===== src/rtl/sdc_pkg.sv =====
// shared constants and types for the command input stage and its controller
package sdc_pkg;

   // ==========================================================
   // widths and field positions
   localparam int ADDR_W        = 15;  // address bus, narrow parts
   localparam int BA_W          = 3;   // bank-select inputs
   localparam int NUM_MODE_REGS = 4;   // base, extended, extended two, extended three
   localparam int MSEL_W        = 2;   // bank bits that pick the mode register
   localparam int AP_BIT        = 10;  // auto_precharge_addr_bit position
   localparam int TERM_LO_BIT   = 2;   // termination select, low bit in extended register
   localparam int TERM_HI_BIT   = 6;   // termination select, high bit in extended register

   // ==========================================================
   // mode register selection by bank bits
   localparam logic [1:0] MSEL_BASE  = 2'h0;
   localparam logic [1:0] MSEL_EXT   = 2'h1;
   localparam logic [1:0] MSEL_EXT2  = 2'h2;
   localparam logic [1:0] MSEL_EXT3  = 2'h3;

   // ==========================================================
   // reset values
   localparam logic [ADDR_W-1:0] MODE_RST = 15'h0000;

   // ==========================================================
   // timing: mclk 40 MHz, link clock is mclk divided by four; the three-stage pin
   // filter only passes a level that stands two mclk cycles, so one cycle is too short
   localparam int MCLK_PERIOD_PS = 25000;
   localparam int CK_HALF_CYC    = 2;   // mclk cycles per half period of the link clock

   // ==========================================================
   // command code {select_n, row strobe_n, column strobe_n, write_enable_n}
   typedef enum logic [3:0] {
      CMD_LMR = 4'h0,
      CMD_REF = 4'h1,
      CMD_PRE = 4'h2,
      CMD_ACT = 4'h3,
      CMD_WR  = 4'h4,
      CMD_RD  = 4'h5,
      CMD_RSV = 4'h6,
      CMD_NOP = 4'h7,
      CMD_DES = 4'h8
   } sdc_cmd_t;

   // power state of the device
   typedef enum logic [1:0] {
      PWR_ON,
      PWR_PPD,
      PWR_APD,
      PWR_SR
   } sdc_pwr_t;

endpackage


===== src/rtl/sdc_link_if.sv =====
// command and address link between controller and device input stage
`timescale 1ns/10ps
interface sdc_link_if #(
   parameter int ADDR_W = sdc_pkg::ADDR_W,
   parameter int BA_W   = sdc_pkg::BA_W,
   parameter int RANKS  = 1
);
   logic              true_clock_input;           // link clock, true phase
   logic              complement_clock_input;     // link clock, complement phase
   logic              cke;                        // clock-gate input
   logic [RANKS-1:0]  cs_n;                       // active-low select, one per rank
   logic              ras_n;                      // row strobe
   logic              cas_n;                      // column strobe
   logic              we_n;                       // write enable
   logic [BA_W-1:0]   ba;                         // bank select
   logic [ADDR_W-1:0] addr;                       // address inputs
   logic              termination_control_input;  // on-die termination control

   modport host (
      output true_clock_input, complement_clock_input, cke, cs_n, ras_n, cas_n, we_n,
      output ba, addr, termination_control_input
   );
   modport dev (
      input true_clock_input, complement_clock_input, cke, cs_n, ras_n, cas_n, we_n,
      input ba, addr, termination_control_input
   );
endinterface


===== src/rtl/sdc_device.sv =====
// device end: command and control input stage of the memory
`timescale 1ns/10ps
module sdc_device #(
   parameter int ADDR_W = sdc_pkg::ADDR_W,
   parameter int BA_W   = sdc_pkg::BA_W,
   parameter int RANKS  = 1,
   parameter int RANK   = 0,
   parameter int NBANK  = 1 << BA_W
) (
   input  wire logic              mclk,         // system clock
   input  wire logic              rst_n,        // synchronous reset, active low
   sdc_link_if.dev                link,         // pins from the controller
   output logic                   cmd_valid,    // one-cycle pulse per decoded command
   output sdc_pkg::sdc_cmd_t      cmd_code,     // last decoded command
   output logic [BA_W-1:0]        cmd_bank,     // bank of last command that uses one
   output logic [ADDR_W-1:0]      cmd_addr,     // row, column or op code of last command that uses the address
   output logic                   cmd_ap,       // auto precharge or close-all flag
   output logic                   mode_wr,      // one-cycle pulse on mode load
   output logic [ADDR_W-1:0]      mode_reg [sdc_pkg::NUM_MODE_REGS], // mode registers
   output logic [NBANK-1:0]       bank_open,    // banks holding an open row
   output sdc_pkg::sdc_pwr_t      pwr_state,    // power state
   output logic                   clk_active,   // internal clocking running
   output logic                   cmd_buf_en,   // address and command buffers on
   output logic                   ck_buf_en,    // clock and termination buffers on
   output logic                   term_on       // termination applied
);
   localparam int SW = 8 + BA_W + ADDR_W;

   logic [SW-1:0]     pins;
   logic [SW-1:0]     pins_s;
   logic              ck_s;
   logic              ck_n_s;
   logic              cke_s;
   logic              odt_s;
   logic              cs_n_s;
   logic [2:0]        strobe_s;
   logic [BA_W-1:0]   ba_s;
   logic [ADDR_W-1:0] addr_s;
   logic              ck_hi_r;
   logic              cke_prev_r;
   logic              xing;
   logic              term_en;
   sdc_pkg::sdc_cmd_t cmd_w;

   // ==========================================================
   // pin capture: every pin passes the same three stages so the
   // bundle keeps its relative timing
   assign pins = {link.true_clock_input, link.complement_clock_input, link.cke,
                  link.termination_control_input, link.cs_n[RANK], link.ras_n,
                  link.cas_n, link.we_n, link.ba, link.addr};

   sdc_sync3 #(
      .W (SW)
   ) u_sync (
      .mclk  (mclk),
      .rst_n (rst_n),
      .d     (pins),
      .q     (pins_s)
   );

   assign {ck_s, ck_n_s, cke_s, odt_s, cs_n_s, strobe_s, ba_s, addr_s} = pins_s;

   // ==========================================================
   // rising crossing detector; clock buffer off in self refresh
   always_ff @(posedge mclk) begin
      if (!rst_n) begin
         ck_hi_r <= 1'b0;
      end else begin
         ck_hi_r <= ck_s & ~ck_n_s;
      end
   end

   assign xing = ck_s & ~ck_n_s & ~ck_hi_r & ck_buf_en;

   // ==========================================================
   // command decode
   always_comb begin
      // command buffers off when powered down
      if (cs_n_s || !cmd_buf_en) begin
         cmd_w = sdc_pkg::CMD_DES;
      end else begin
         cmd_w = sdc_pkg::sdc_cmd_t'({1'b0, strobe_s});
      end
   end

   // ==========================================================
   // power state, entry at a crossing; power-down exit at a crossing, self refresh exit by gate level
   always_ff @(posedge mclk) begin
      if (!rst_n) begin
         pwr_state <= sdc_pkg::PWR_ON;
      end else begin
         case (pwr_state)
            sdc_pkg::PWR_ON: begin
               if (xing && !cke_s) begin
                  if (cmd_w == sdc_pkg::CMD_REF) begin
                     pwr_state <= sdc_pkg::PWR_SR;
                  end else if (|bank_open) begin
                     pwr_state <= sdc_pkg::PWR_APD;
                  end else begin
                     pwr_state <= sdc_pkg::PWR_PPD;
                  end
               end
            end
            sdc_pkg::PWR_PPD, sdc_pkg::PWR_APD: begin
               if (xing && cke_s) begin
                  pwr_state <= sdc_pkg::PWR_ON;
               end
            end
            sdc_pkg::PWR_SR: begin
               if (cke_s) begin
                  pwr_state <= sdc_pkg::PWR_ON;
               end
            end
            default: begin
               pwr_state <= sdc_pkg::PWR_ON;
            end
         endcase
      end
   end

   // ==========================================================
   // internal clocking follows the gate; self refresh exit on the gate's rising edge, no crossing needed
   always_ff @(posedge mclk) begin
      if (!rst_n) begin
         clk_active <= 1'b1;
         cke_prev_r <= 1'b0;
      end else begin
         cke_prev_r <= cke_s;
         if (xing) begin
            clk_active <= cke_s;
         end else if (pwr_state == sdc_pkg::PWR_SR && cke_s && !cke_prev_r) begin
            clk_active <= 1'b1;
         end
      end
   end

   assign cmd_buf_en = (pwr_state == sdc_pkg::PWR_ON);
   assign ck_buf_en  = (pwr_state != sdc_pkg::PWR_SR);

   // ==========================================================
   // command capture; address held for commands that do not use it
   always_ff @(posedge mclk) begin
      if (!rst_n) begin
         cmd_valid <= 1'b0;
         cmd_code  <= sdc_pkg::CMD_DES;
         cmd_bank  <= '0;
         cmd_addr  <= '0;
         cmd_ap    <= 1'b0;
      end else begin
         cmd_valid <= 1'b0;
         if (xing && cke_s && cmd_w != sdc_pkg::CMD_DES) begin
            cmd_valid <= 1'b1;
            cmd_code  <= cmd_w;
            case (cmd_w)
               sdc_pkg::CMD_ACT, sdc_pkg::CMD_RD, sdc_pkg::CMD_WR,
               sdc_pkg::CMD_PRE, sdc_pkg::CMD_LMR: begin
                  cmd_bank <= ba_s;
                  cmd_addr <= addr_s;
                  cmd_ap   <= addr_s[sdc_pkg::AP_BIT];
               end
               default: begin
                  cmd_ap <= 1'b0;
               end
            endcase
         end
      end
   end

   // ==========================================================
   // open row tracking; auto precharge closes the bank at once,
   // a simplification since burst timing is outside this stage
   always_ff @(posedge mclk) begin
      if (!rst_n) begin
         bank_open <= '0;
      end else if (xing && cke_s) begin
         case (cmd_w)
            sdc_pkg::CMD_ACT: begin
               bank_open[ba_s] <= 1'b1;
            end
            sdc_pkg::CMD_PRE: begin
               if (addr_s[sdc_pkg::AP_BIT]) begin
                  bank_open <= '0;
               end else begin
                  bank_open[ba_s] <= 1'b0;
               end
            end
            sdc_pkg::CMD_RD, sdc_pkg::CMD_WR: begin
               if (addr_s[sdc_pkg::AP_BIT]) begin
                  bank_open[ba_s] <= 1'b0;
               end
            end
            default: begin
               bank_open <= bank_open;
            end
         endcase
      end
   end

   // ==========================================================
   // mode registers
   always_ff @(posedge mclk) begin
      if (!rst_n) begin
         mode_wr <= 1'b0;
         for (int i = 0; i < sdc_pkg::NUM_MODE_REGS; i++) begin
            mode_reg[i] <= sdc_pkg::MODE_RST;
         end
      end else begin
         mode_wr <= 1'b0;
         if (xing && cke_s && cmd_w == sdc_pkg::CMD_LMR) begin
            mode_wr <= 1'b1;
            mode_reg[ba_s[sdc_pkg::MSEL_W-1:0]] <= addr_s;
         end
      end
   end

   // ==========================================================
   // termination control, sampled at crossings while its buffer is on
   assign term_en = mode_reg[sdc_pkg::MSEL_EXT][sdc_pkg::TERM_HI_BIT]
                  | mode_reg[sdc_pkg::MSEL_EXT][sdc_pkg::TERM_LO_BIT];

   always_ff @(posedge mclk) begin
      if (!rst_n) begin
         term_on <= 1'b0;
      end else if (!ck_buf_en) begin
         term_on <= 1'b0;
      end else if (xing) begin
         term_on <= odt_s & term_en;
      end
   end
endmodule


===== src/rtl/sdc_sync3.sv =====
// three-stage pin synchroniser, output follows once stages two and three agree
`timescale 1ns/10ps
module sdc_sync3 #(
   parameter int W = 1
) (
   input  wire logic         mclk,   // system clock
   input  wire logic         rst_n,  // synchronous reset, active low
   input  wire logic [W-1:0] d,      // asynchronous pin levels
   output logic      [W-1:0] q       // filtered, synchronised levels
);
   logic [W-1:0] s1_r;
   logic [W-1:0] s2_r;
   logic [W-1:0] s3_r;

   // ==========================================================
   // stage one feeds only stage two, so metastability never spreads
   always_ff @(posedge mclk) begin
      s1_r <= d;
      s2_r <= s1_r;
      s3_r <= s2_r;
   end

   // a bit moves only when two late stages agree, filtering a one-cycle glitch
   always_ff @(posedge mclk) begin
      if (!rst_n) begin
         q <= '0;
      end else begin
         for (int i = 0; i < W; i++) begin
            if (s2_r[i] == s3_r[i]) begin
               q[i] <= s3_r[i];
            end
         end
      end
   end
endmodule


===== src/flat_wrapper.sv =====
// flat-port wrapper written by rule: the top's interface ports become plain ports
module sdc_device_flat 
#(
   parameter int ADDR_W = sdc_pkg::ADDR_W,
   parameter int BA_W   = sdc_pkg::BA_W,
   parameter int RANKS  = 1,
   parameter int RANK   = 0,
   parameter int NBANK  = 1 << BA_W
)
  (mclk, rst_n, cmd_valid, cmd_code, cmd_bank, cmd_addr, cmd_ap, mode_wr, mode_reg, bank_open, pwr_state, clk_active, cmd_buf_en, ck_buf_en, term_on, link_true_clock_input, link_complement_clock_input, link_cke, link_cs_n, link_ras_n, link_cas_n, link_we_n, link_ba, link_addr, link_termination_control_input);
  sdc_link_if #(.ADDR_W(ADDR_W), .BA_W(BA_W), .RANKS(RANKS)) link_i ();
  input  wire logic mclk;
  input  wire logic rst_n;
  output logic cmd_valid;
  output sdc_pkg::sdc_cmd_t cmd_code;
  output logic [BA_W-1:0] cmd_bank;
  output logic [ADDR_W-1:0] cmd_addr;
  output logic cmd_ap;
  output logic mode_wr;
  output logic [ADDR_W-1:0] mode_reg[sdc_pkg::NUM_MODE_REGS];
  output logic [NBANK-1:0] bank_open;
  output sdc_pkg::sdc_pwr_t pwr_state;
  output logic clk_active;
  output logic cmd_buf_en;
  output logic ck_buf_en;
  output logic term_on;
  input wire logic [$bits(link_i.true_clock_input)-1:0] link_true_clock_input;
  input wire logic [$bits(link_i.complement_clock_input)-1:0] link_complement_clock_input;
  input wire logic [$bits(link_i.cke)-1:0] link_cke;
  input wire logic [$bits(link_i.cs_n)-1:0] link_cs_n;
  input wire logic [$bits(link_i.ras_n)-1:0] link_ras_n;
  input wire logic [$bits(link_i.cas_n)-1:0] link_cas_n;
  input wire logic [$bits(link_i.we_n)-1:0] link_we_n;
  input wire logic [$bits(link_i.ba)-1:0] link_ba;
  input wire logic [$bits(link_i.addr)-1:0] link_addr;
  input wire logic [$bits(link_i.termination_control_input)-1:0] link_termination_control_input;
  assign link_i.true_clock_input = link_true_clock_input;
  assign link_i.complement_clock_input = link_complement_clock_input;
  assign link_i.cke = link_cke;
  assign link_i.cs_n = link_cs_n;
  assign link_i.ras_n = link_ras_n;
  assign link_i.cas_n = link_cas_n;
  assign link_i.we_n = link_we_n;
  assign link_i.ba = link_ba;
  assign link_i.addr = link_addr;
  assign link_i.termination_control_input = link_termination_control_input;
  sdc_device #(.ADDR_W(ADDR_W), .BA_W(BA_W), .RANKS(RANKS), .RANK(RANK), .NBANK(NBANK)) u_core (.mclk(mclk), .rst_n(rst_n), .link(link_i), .cmd_valid(cmd_valid), .cmd_code(cmd_code), .cmd_bank(cmd_bank), .cmd_addr(cmd_addr), .cmd_ap(cmd_ap), .mode_wr(mode_wr), .mode_reg(mode_reg), .bank_open(bank_open), .pwr_state(pwr_state), .clk_active(clk_active), .cmd_buf_en(cmd_buf_en), .ck_buf_en(ck_buf_en), .term_on(term_on));
endmodule

===== config.mk =====
export PLATFORM = sky130hd
export DESIGN_NAME = sdc_device_flat
export DESIGN_NICKNAME = d
export VERILOG_FILES = /design/src/rtl/sdc_pkg.sv /design/src/rtl/sdc_link_if.sv /design/src/rtl/sdc_device.sv /design/src/rtl/sdc_sync3.sv /design/src/flat_wrapper.sv
export SDC_FILE = /design/constraint.sdc
export NUM_CORES = 1
export LEC_CHECK = 0
export BUFFER_PORTS_ARGS = -buffer_cell sky130_fd_sc_hd__clkbuf_2
export CAP_MARGIN = 20
export CELL_PAD_IN_SITES_DETAIL_PLACEMENT = 2
export CELL_PAD_IN_SITES_GLOBAL_PLACEMENT = 2
export CORE_MARGIN = 4
export CORE_UTILIZATION = 30
export DETAILED_ROUTE_END_ITERATION = 12
export HOLD_SLACK_MARGIN = 0.02
export PLACE_DENSITY_LB_ADDON = 0.1
export SYNTH_ARGS = -nofsm -noshare
export SYNTH_HDL_FRONTEND = slang
export SYNTH_SLANG_ARGS = --single-unit

===== constraint.sdc =====
create_clock -name mclk -period 1.72 [get_ports mclk]
set_input_delay 0.172 -clock mclk [delete_from_list [all_inputs] [get_ports mclk]]
set_output_delay 0.172 -clock mclk [all_outputs]
set_load 0.05 [all_outputs]

==> results.toml, run 1 <==
[run_status]
status = "complete, but fails checks"
violations = "setup timing"

[worst_setup_path]
max_stage_delay_ps = 370
worst_ep_arrival_time_ps = 2120
cp.buffers_inverters = 3
endpoint_kind = "flop"
cp_cell_sequence = "ha_4, and4bb_4, buf_6, nand4_1, buf_6, clkbuf_16, nand3_2, o21ai_1"
cp-start-kind = "flop"
critPathKind = "reg -> reg"
required_ps = 2090
r2r_setup_slack_ps = -30
cpMostUsedCell = "buf_6"
cp_max_fo = 7
timing.rr.start = "u_core.pwr_state[1]$_SDFFE_PN0P_"
slowest_stage = "dfxtp_4"
cp_top_family = "simple AND/OR/NAND/NOR gates"
worstSetupStartpoint = "u_core.pwr_state[1]$_SDFFE_PN0P_"

[synth]
synth-edff-count = 0
ys_ff_latch = 203
avgSynthCellArea_um2 = 10.57
synth_fp_nets = 626
syn_area_um2 = 6291
ys_types = 36
ys_seq_area_share_pct = 64.60
yosysWarnings = 0
synth_ff_type = "dfxtp_1"
synthArstFlopShare_pct = 0
syn_inst = 595

[clocking]
htree_levels = 1
cts_buffers = 23
cts_num_sinks = 203
cts-root-buf = "clkbuf_16"
cts_tree = "built"
cts_buffer_depth = 3
clk_pin_slew_ps = 60
clkLatencyLatePin_ps = 500

[sta]
tns_ps = -100.8
slew_headroom_pct = 71.78
final_max_slew_viol_count = 0
worst_pin_slew_ps = 418.9
setup_violations = 10
hold_viol = 0
setup_ws_ps = -27.60
min_period_over_period_pct = 101.6
rsz0062_at_grt = "true"
period_minus_slack_ps = 1748
max_freq_mhz = 572.2
clock-skew-final_ps = 10.22

[global_routing]
grt.total_usage_pct = 15.54
grt_pass1_vias = 5260
antenna_found_initial = 0
grt_max_degree = 38
overflow = 0
grt_pass1_wl_um = 29580

[place]
hpwlAfterDp_um = 12880
place.port_buffers = 126
gp_congestion = 0.7587
placed_area_um2 = 7458

[cells_and_area]
diodes = 0
fin_util_pct = 45.44
fillers = 2140
final_layout_size_suffix_gt1_share_pct = 38.37
stdcell_area_um2 = 9283
fin_nets = 822
largest_reg_flops = 60
area_growth_pct = 47.55

[hold_path]
min_path_type = "in -> reg"
min-delay-start = "rst_n"

[drt]
ant_nets = 0
drcViolationCount = 0
wl_um = 20400
vias = 5130
dr.pass1.iters = 4
wl_per_cell_um = 18.92
routed_via_density = 4.759
drt_iter0_drc = 192

[floorplanning]
fp.dieW_um = 152.8
initial_core_util_pct = 30.79
floorplan.rows = 52
die_h_um = 152.8
fp.dieArea_um2 = 23350
core-area_um2 = 20430
pin_count = 127

[power_and_ir_drop]
p_per_area_nw_per_um2 = 1154
leakagePower_nw = 3.789
ir_worst_vdd_mv = 0.6158

[run]
max_cap_violations = 0
metrics by stage:
step	hold WS, ps	power [W]	worst slack [ps]	std cells
detailed placement	276.5	0.005657	-37.07	986
floorplan	199.7	0.005399	-61.68	595
global placement	275.6	0.005618	13.83	986
global route	140.6	0.01117	-79.91	1078
finish	137.1	0.01072	-27.60	1078
CTS	133.9	0.01076	5.649	1058
synthesized netlist by cell type, drive strengths merged (2+ instances only):
master,count,share of area (%)
dfxtp,203,65
nor2b,21,2.1
a21oi,18,1.4
nand4,5,0.50
nor2,6,0.36
nand2,63,3.8
buf,11,0.95
inv,5,0.30
nor3b,10,1.3
a2111oi,2,0.88
or3b,3,0.42
nand3,61,4.9
o21ai,90,7.2
nand2b,4,0.40
clkbuf,22,1.3
a21boi,30,3.6
mux2i,21,3.3
or4,2,0.24
ha,3,0.60
and2,3,0.30
metal layers:
| metal | GRT usage [%] | up-vias | wire, µm |
|---|---|---|---|
| met3 | 2.601 | 21 | 839 |
| met5 | 0 | - | 0 |
| met1 | 21.51 | 2548 | 9400 |
| li1 | - | 2463 | - |
| met2 | 25.48 | 98 | 9840 |
| met4 | 3.776 | 0 | 319 |
power breakdown:
group,switching (W),internal (W),leakage (nW)
sequential,0.000104,0.00486,1.67
combinational,0.000422,0.000329,1.72
clock,0.00189,0.00311,0.391
total,0.00242,0.00830,3.79
worst reg2reg max path: stages (launching register included):
cell	delay, ps
dfxtp_4	370
ha_4	170
and4bb_4	370
buf_6	120
nand4_1	110
buf_6	170
clkbuf_16	170
nand3_2	70
o21ai_1	80
cells in the final DEF, fill, tap and decap left out, types with 21 or more instances in the layout:
| cell type | instances |
|---|---|
| clkbuf_2 | 124 |
| nor2b_1 | 21 |
| clkbuf_16 | 30 |
| nand2_1 | 63 |
| nand3_2 | 45 |
| a21boi_0 | 30 |
| o21ai_1 | 34 |
| dfxtp_1 | 195 |
| buf_4 | 26 |
| dlygate4sd3_1 | 26 |
| o21ai_0 | 45 |
final timing paths:
kind                                                    endpoint  depth (start not counted)
worst max-delay path            u_core.mode_reg[32]$_SDFFE_PN0P_                          8
worst min-delay path             u_core.u_sync.q[7]$_SDFFE_PN0N_                          2
worst max register to register  u_core.mode_reg[32]$_SDFFE_PN0P_                          8
worst min register to register    u_core.u_sync.s2_r[16]$_DFF_P_                          0
cell type report:
class	count	area [µm²]	share of cell area, %
clock buffers	36	704.4	7.589
clock inverters	6	83.83	0.9031
inverters	5	27.53	0.2965
multi-input cells	354	2455	26.45
flip-flops and latches	203	4081	43.97
well taps	270	337.8	3.639
repair buffers	204	1593	17.16
logic make-up after synthesis:
kind of cell	count (synthesis)	synth area share (%)
flops	203	64.60
simple gates	185	15.16
compound gates	145	13.74
buf+inv	38	2.566
mux	21	3.341
fa+ha+maj	3	0.5967
what timing repair did:
item / 4_1_cts / 5_1_grt
endpoints found under the setup margin: 83 / 74
endpoints found under the hold margin: 26 / 0
cloned: 2 / 10
pin swaps: 6 / 29
setup buffers: 2 / 10
resized for setup: 13 / 133
hold buffers: 26 / 0
Power figures use the tool's default switching activity.
==> run 2: changes to the inputs <==
--- a/config.mk
+++ b/config.mk
@@ -11,9 +11,11 @@
 export CELL_PAD_IN_SITES_GLOBAL_PLACEMENT = 2
 export CORE_MARGIN = 4
 export CORE_UTILIZATION = 30
+export CTS_BUF_LIST = sky130_fd_sc_hd__clkbuf_8 sky130_fd_sc_hd__clkbuf_16
 export DETAILED_ROUTE_END_ITERATION = 12
 export HOLD_SLACK_MARGIN = 0.02
 export PLACE_DENSITY_LB_ADDON = 0.1
+export SLEW_MARGIN = 20
 export SYNTH_ARGS = -nofsm -noshare
 export SYNTH_HDL_FRONTEND = slang
 export SYNTH_SLANG_ARGS = --single-unit
==> run 2 against run 1 <==
Against the previous run: the run still ends with setup timing left; clock skew up 1.1 ps; sequential share of layout area unchanged; non-clock buffer count unchanged.
==> results.toml, run 2 (synthesis results as in run 1) <==
[run_status]
status = "complete, but fails checks"
violations = "setup timing"

[sta]
setup_ws_ps = -26.92
clock-skew-final_ps = 11.32
setup_violations = 10
min_period_over_period_pct = 101.6
max_freq_mhz = 572.4
hold_viol = 0
worst_pin_slew_ps = 387.5
final_max_slew_viol_count = 0
slew_headroom_pct = 73.84
rsz0062_at_grt = "true"
fin_hold_ws_ps = 134.1
period_minus_slack_ps = 1747

[cells_and_area]
fillers = 2141
fin_nets = 822
final_layout_size_suffix_gt1_share_pct = 38.37
diodes = 0
area_growth_pct = 47.55
largest_reg_flops = 60
layout_commonest_cell = "dfxtp_1"
final_cell_mix = "195 x dfxtp_1, 124 x clkbuf_2, 63 x nand2_1"

[drt]
drt_iter0_drc = 206
dr.pass1.iters = 4
wl_um = 20460
wl_per_cell_um = 18.98
vias = 5132
routed_via_density = 4.761
ant_nets = 0
drcViolationCount = 0

[place]
place_ws_ps = -37.07
gp_congestion = 0.7587
place.port_buffers = 126
hpwlAfterDp_um = 12880

[worst_setup_path]
ff2ff_path_depth = 8
cp-start-kind = "flop"
path_depth = 8
cpMostUsedCell = "buf_6"
max_stage_delay_ps = 370
required_ps = 2090
cp_cell_sequence = "ha_4, and4bb_4, buf_6, nand4_1, buf_6, clkbuf_16, nand3_2, o21ai_1"
cp_max_fo = 8
critPathKind = "reg -> reg"
slowest_stage = "dfxtp_4"
endpoint_kind = "flop"
r2r_setup_slack_ps = -30
cp-endpoint = "u_core.mode_reg[44]$_SDFFE_PN0P_"
cp_top_family = "simple AND/OR/NAND/NOR gates"
timing.rr.end = "u_core.mode_reg[44]$_SDFFE_PN0P_"
worstSetupStartpoint = "u_core.pwr_state[1]$_SDFFE_PN0P_"
worst_ep_arrival_time_ps = 2120
timing.rr.start = "u_core.pwr_state[1]$_SDFFE_PN0P_"
cp.buffers_inverters = 3

[floorplanning]
initial_core_util_pct = 30.79
fp.dieArea_um2 = 23350
die_h_um = 152.8
pin_count = 127
fp.dieW_um = 152.8
floorplan.rows = 52
core-area_um2 = 20430

[clocking]
cts_tree = "built"
cts-root-buf = "clkbuf_16"
cts_buffers = 23
clk_pin_slew_ps = 60
cts_num_sinks = 203
cts_buffer_depth = 3
htree_levels = 1
clkLatencyLatePin_ps = 500

[power_and_ir_drop]
ir_worst_vdd_mv = 0.6150
leakagePower_nw = 3.809
p_per_area_nw_per_um2 = 1151
finalPower_w = 0.01069

[run]
max_cap_violations = 0

[global_routing]
grt.total_usage_pct = 15.54
grt_max_degree = 38
overflow = 0
antenna_found_initial = 0
grt_pass1_wl_um = 29580
grt_pass1_vias = 5260

[hold_path]
min_path_type = "in -> reg"
min_path_cells = 2
-- run 2: layout make-up --
cell class	instances	area, µm²	area share [%]
well taps	270	337.8	3.639
clock inverters	11	102.6	1.105
inverters	5	27.53	0.2965
repair buffers	204	1593	17.16
multi-input cells	354	2455	26.45
clock buffers	31	685.7	7.386
flip-flops and latches	203	4081	43.97
-- run 2: power by group --
group	total [W]	internal [W]	leakage (nW)	switching [W]
Sequential	0.00497	0.00486	1.67	0.000104
Combinational	0.000751	0.000329	1.72	0.000422
Clock	0.00497	0.00308	0.412	0.00189
-- run 2: timing repair --
item                       CTS  global route
hold endpoints to repair    26             0
cloned                       2            10
pin swaps                    6            29
setup endpoints to repair   83            74
resized for setup           13           133
hold buffers                26             0
buffers inserted             2            10
-- run 2: worst min path at each step --
stage	from	endpoint	slack [ps]
floorplan	link_addr[0]	u_core.u_sync.s1_r[0]$_DFF_P_	200
global placement	link_ba[2]	u_core.u_sync.s1_r[17]$_DFF_P_	280
detailed placement	link_addr[13]	u_core.u_sync.s1_r[13]$_DFF_P_	280
CTS	rst_n	u_core.cmd_bank[0]$_SDFFE_PN0P_	130
global route	rst_n	u_core.u_sync.q[5]$_SDFFE_PN0N_	140
finish	rst_n	u_core.u_sync.q[13]$_SDFFE_PN0N_	130
-- run 2: layer usage --
metal / up-vias / wire [µm] / share of wire, % / GRT usage (%)
met4: 0 / 331 / 1.6 / 3.776
li1: 2464 / - / - / -
met2: 108 / 9906 / 48 / 25.48
met5: - / 0 / 0 / 0
met1: 2536 / 9375 / 46 / 21.51
met3: 24 / 845 / 4.1 / 2.601
-- run 2: per-stage QoR --
step / instances / TNS (ps) / utilization [%] / instance area, µm²
2_1_floorplan: 595 / -604.6 / - / 6324
3_3_place_gp: 986 / 0 / 36.51 / 7458
3_5_place_dp: 986 / -244.6 / 36.51 / 7458
4_1_cts: 1058 / 0 / 42.19 / 8620
5_1_grt: 1078 / -2373 / 45.44 / 9283
6_report: 1078 / -108.0 / 45.44 / 9283
==> run 3: changes to the inputs <==
--- a/config.mk
+++ b/config.mk
@@ -13,7 +13,7 @@
 export CORE_UTILIZATION = 30
 export CTS_BUF_LIST = sky130_fd_sc_hd__clkbuf_8 sky130_fd_sc_hd__clkbuf_16
 export DETAILED_ROUTE_END_ITERATION = 12
-export HOLD_SLACK_MARGIN = 0.02
+export HOLD_SLACK_MARGIN = 0.15
 export PLACE_DENSITY_LB_ADDON = 0.1
 export SLEW_MARGIN = 20
 export SYNTH_ARGS = -nofsm -noshare
==> run 3 against run 2 <==
Against the previous run: the flow still finishes with violations (setup timing); first-iteration DRC count grew 5.3%; global-route usage barely moved; sequential power barely moved; sequential cell count did not move; wire length up 0.39%; cell count about the same; total power hardly changed; worst setup slack improved by 4.6 ps; clock power barely moved; critical path depth stayed put; non-clock buffer count increased by 1; design area up 0.11%.
==> results.toml, run 3 (synthesis results as in run 1) <==
[global_routing]
grt_max_degree = 38
overflow = 0
grt_pass1_vias = 5274
antenna_found_initial = 0
grt.total_usage_pct = 15.58
grt_pass1_wl_um = 29660

[cells_and_area]
final_layout_size_suffix_gt1_share_pct = 38.32
diodes = 0
layout_commonest_cell = "dfxtp_1"
final_cell_mix = "195 x dfxtp_1, 124 x clkbuf_2, 63 x nand2_1"
largest_reg_flops = 60
area_growth_pct = 47.71
fin_nets = 823

[drt]
drcViolationCount = 0
drt_iter0_drc = 217
wl_um = 20540
routed_via_density = 4.754
wl_per_cell_um = 19.03
dr.pass1.iters = 4
ant_nets = 0
vias = 5130

[floorplanning]
initial_core_util_pct = 30.79
fp.dieW_um = 152.8
pin_count = 127
core-area_um2 = 20430
floorplan.rows = 52
fp.dieArea_um2 = 23350
die_h_um = 152.8

[clocking]
cts_num_sinks = 203
cts-root-buf = "clkbuf_16"
clkLatencyLatePin_ps = 500
cts_buffers = 23
cts_tree = "built"
cts_buffer_depth = 3
clk_pin_slew_ps = 60
htree_levels = 1

[sta]
min_period_over_period_pct = 101.3
hold_viol = 0
setup_ws_ps = -22.36
setup_violations = 8
worst_pin_slew_ps = 387.5
slew_headroom_pct = 73.84
clock-skew-final_ps = 12.52
period_minus_slack_ps = 1742
rsz0062_at_grt = "true"
fin_hold_ws_ps = 306.1
final_max_slew_viol_count = 0
max_freq_mhz = 573.9

[worst_setup_path]
worstSetupStartpoint = "u_core.pwr_state[1]$_SDFFE_PN0P_"
r2r_setup_slack_ps = -20
timing.rr.start = "u_core.pwr_state[1]$_SDFFE_PN0P_"
slowest_stage = "dfxtp_4"
worst_ep_arrival_time_ps = 2120
cp_top_family = "simple AND/OR/NAND/NOR gates"
cp_cell_sequence = "ha_4, and4bb_4, buf_6, nand4_1, buf_6, clkbuf_16, nand3_2, o21ai_1"
critPathKind = "reg -> reg"
endpoint_kind = "flop"
max_stage_delay_ps = 370
cp.buffers_inverters = 3
cp_max_fo = 8
cpMostUsedCell = "buf_6"
cp-start-kind = "flop"
required_ps = 2100

[power_and_ir_drop]
leakagePower_nw = 3.814
ir_worst_vdd_mv = 0.6111
p_sw_share_pct = 22.56
p_int_w = 0.008270
power_frac_clock_pct = 46.4
p_seq_share_pct = 46.5
p_sw_w = 0.002409
power.share.combinational_pct = 7.1
p_per_area_nw_per_um2 = 1149
finalPower_w = 0.01068

[place]
hpwlAfterDp_um = 12880
place.port_buffers = 126
gp_congestion = 0.7587
place_ws_ps = -37.07

[run_status]
status = "complete, but fails checks"
violations = "setup timing"

[hold_path]
min-delay-start = "link_addr[2]"
min_path_type = "in -> reg"

[run]
max_cap_violations = 0
==> run 3: worst reg2reg max path, delay by kind of cell, from the launching register on <==
family / cells / cell delay [ps]
adders and majority gates: 1 / 170
DFF: 1 / 370
buffers and inverters: 3 / 460
AOI/OAI and AO/OA: 1 / 80
and+or+nand+nor: 3 / 550
==> run 3: cell type report <==
type                    instances  area, µm²
inverters                       5      27.53
well taps                     270      337.8
repair buffers                205       1603
multi-input cells             354       2455
fillers                      2137      11140
clock inverters                11      102.6
flip-flops and latches        203       4081
clock buffers                  31      685.7
==> run 3: stage by stage <==
| stage | std cells | util [%] | TNS [ps] | cell area, µm² |
|---|---|---|---|---|
| global route | 1079 | 45.49 | -2373 | 9293 |
| global placement | 986 | 36.51 | 0 | 7458 |
| finish | 1079 | 45.49 | -84.58 | 9293 |
| CTS | 1059 | 42.24 | 0 | 8630 |
| floorplan | 595 | - | -604.6 | 6324 |
| detailed placement | 986 | 36.51 | -244.6 | 7458 |
==> run 3: path summary, 6_finish.rpt <==
kind,to,cells after the start
worst max-delay path,u_core.mode_reg[44]$_SDFFE_PN0P_,8
worst min-delay path,u_core.u_sync.s1_r[2]$_DFF_P_,2
worst max register to register,u_core.mode_reg[44]$_SDFFE_PN0P_,8
worst min register to register,u_core.u_sync.s2_r[16]$_DFF_P_,0
==> run 3: per-layer routing <==
metal	track usage, %	part of all wire [%]
met3	2.601	4.1
met1	21.53	46
met4	3.776	1.6
met2	25.61	48
met5	0	0
==> run 3: timing repair <==
item | CTS | global route
gates cloned | 2 | 10
resized for setup | 13 | 133
buffers inserted | 2 | 10
hold buffers | 27 | 0
endpoints found under the hold margin | 44 | 0
setup endpoints to repair | 83 | 74
pin swaps | 6 | 29
==> run 3: power by group through the flow <==
stage,clock [W],combinational (W),sequential [W]
global placement,0,0.000569,0.00505
detailed placement,0,0.000595,0.00506
floorplan,0,0.000316,0.00508
CTS,0.00510,0.000670,0.00497
finish,0.00496,0.000753,0.00497
global route,0.00533,0.000821,0.00499
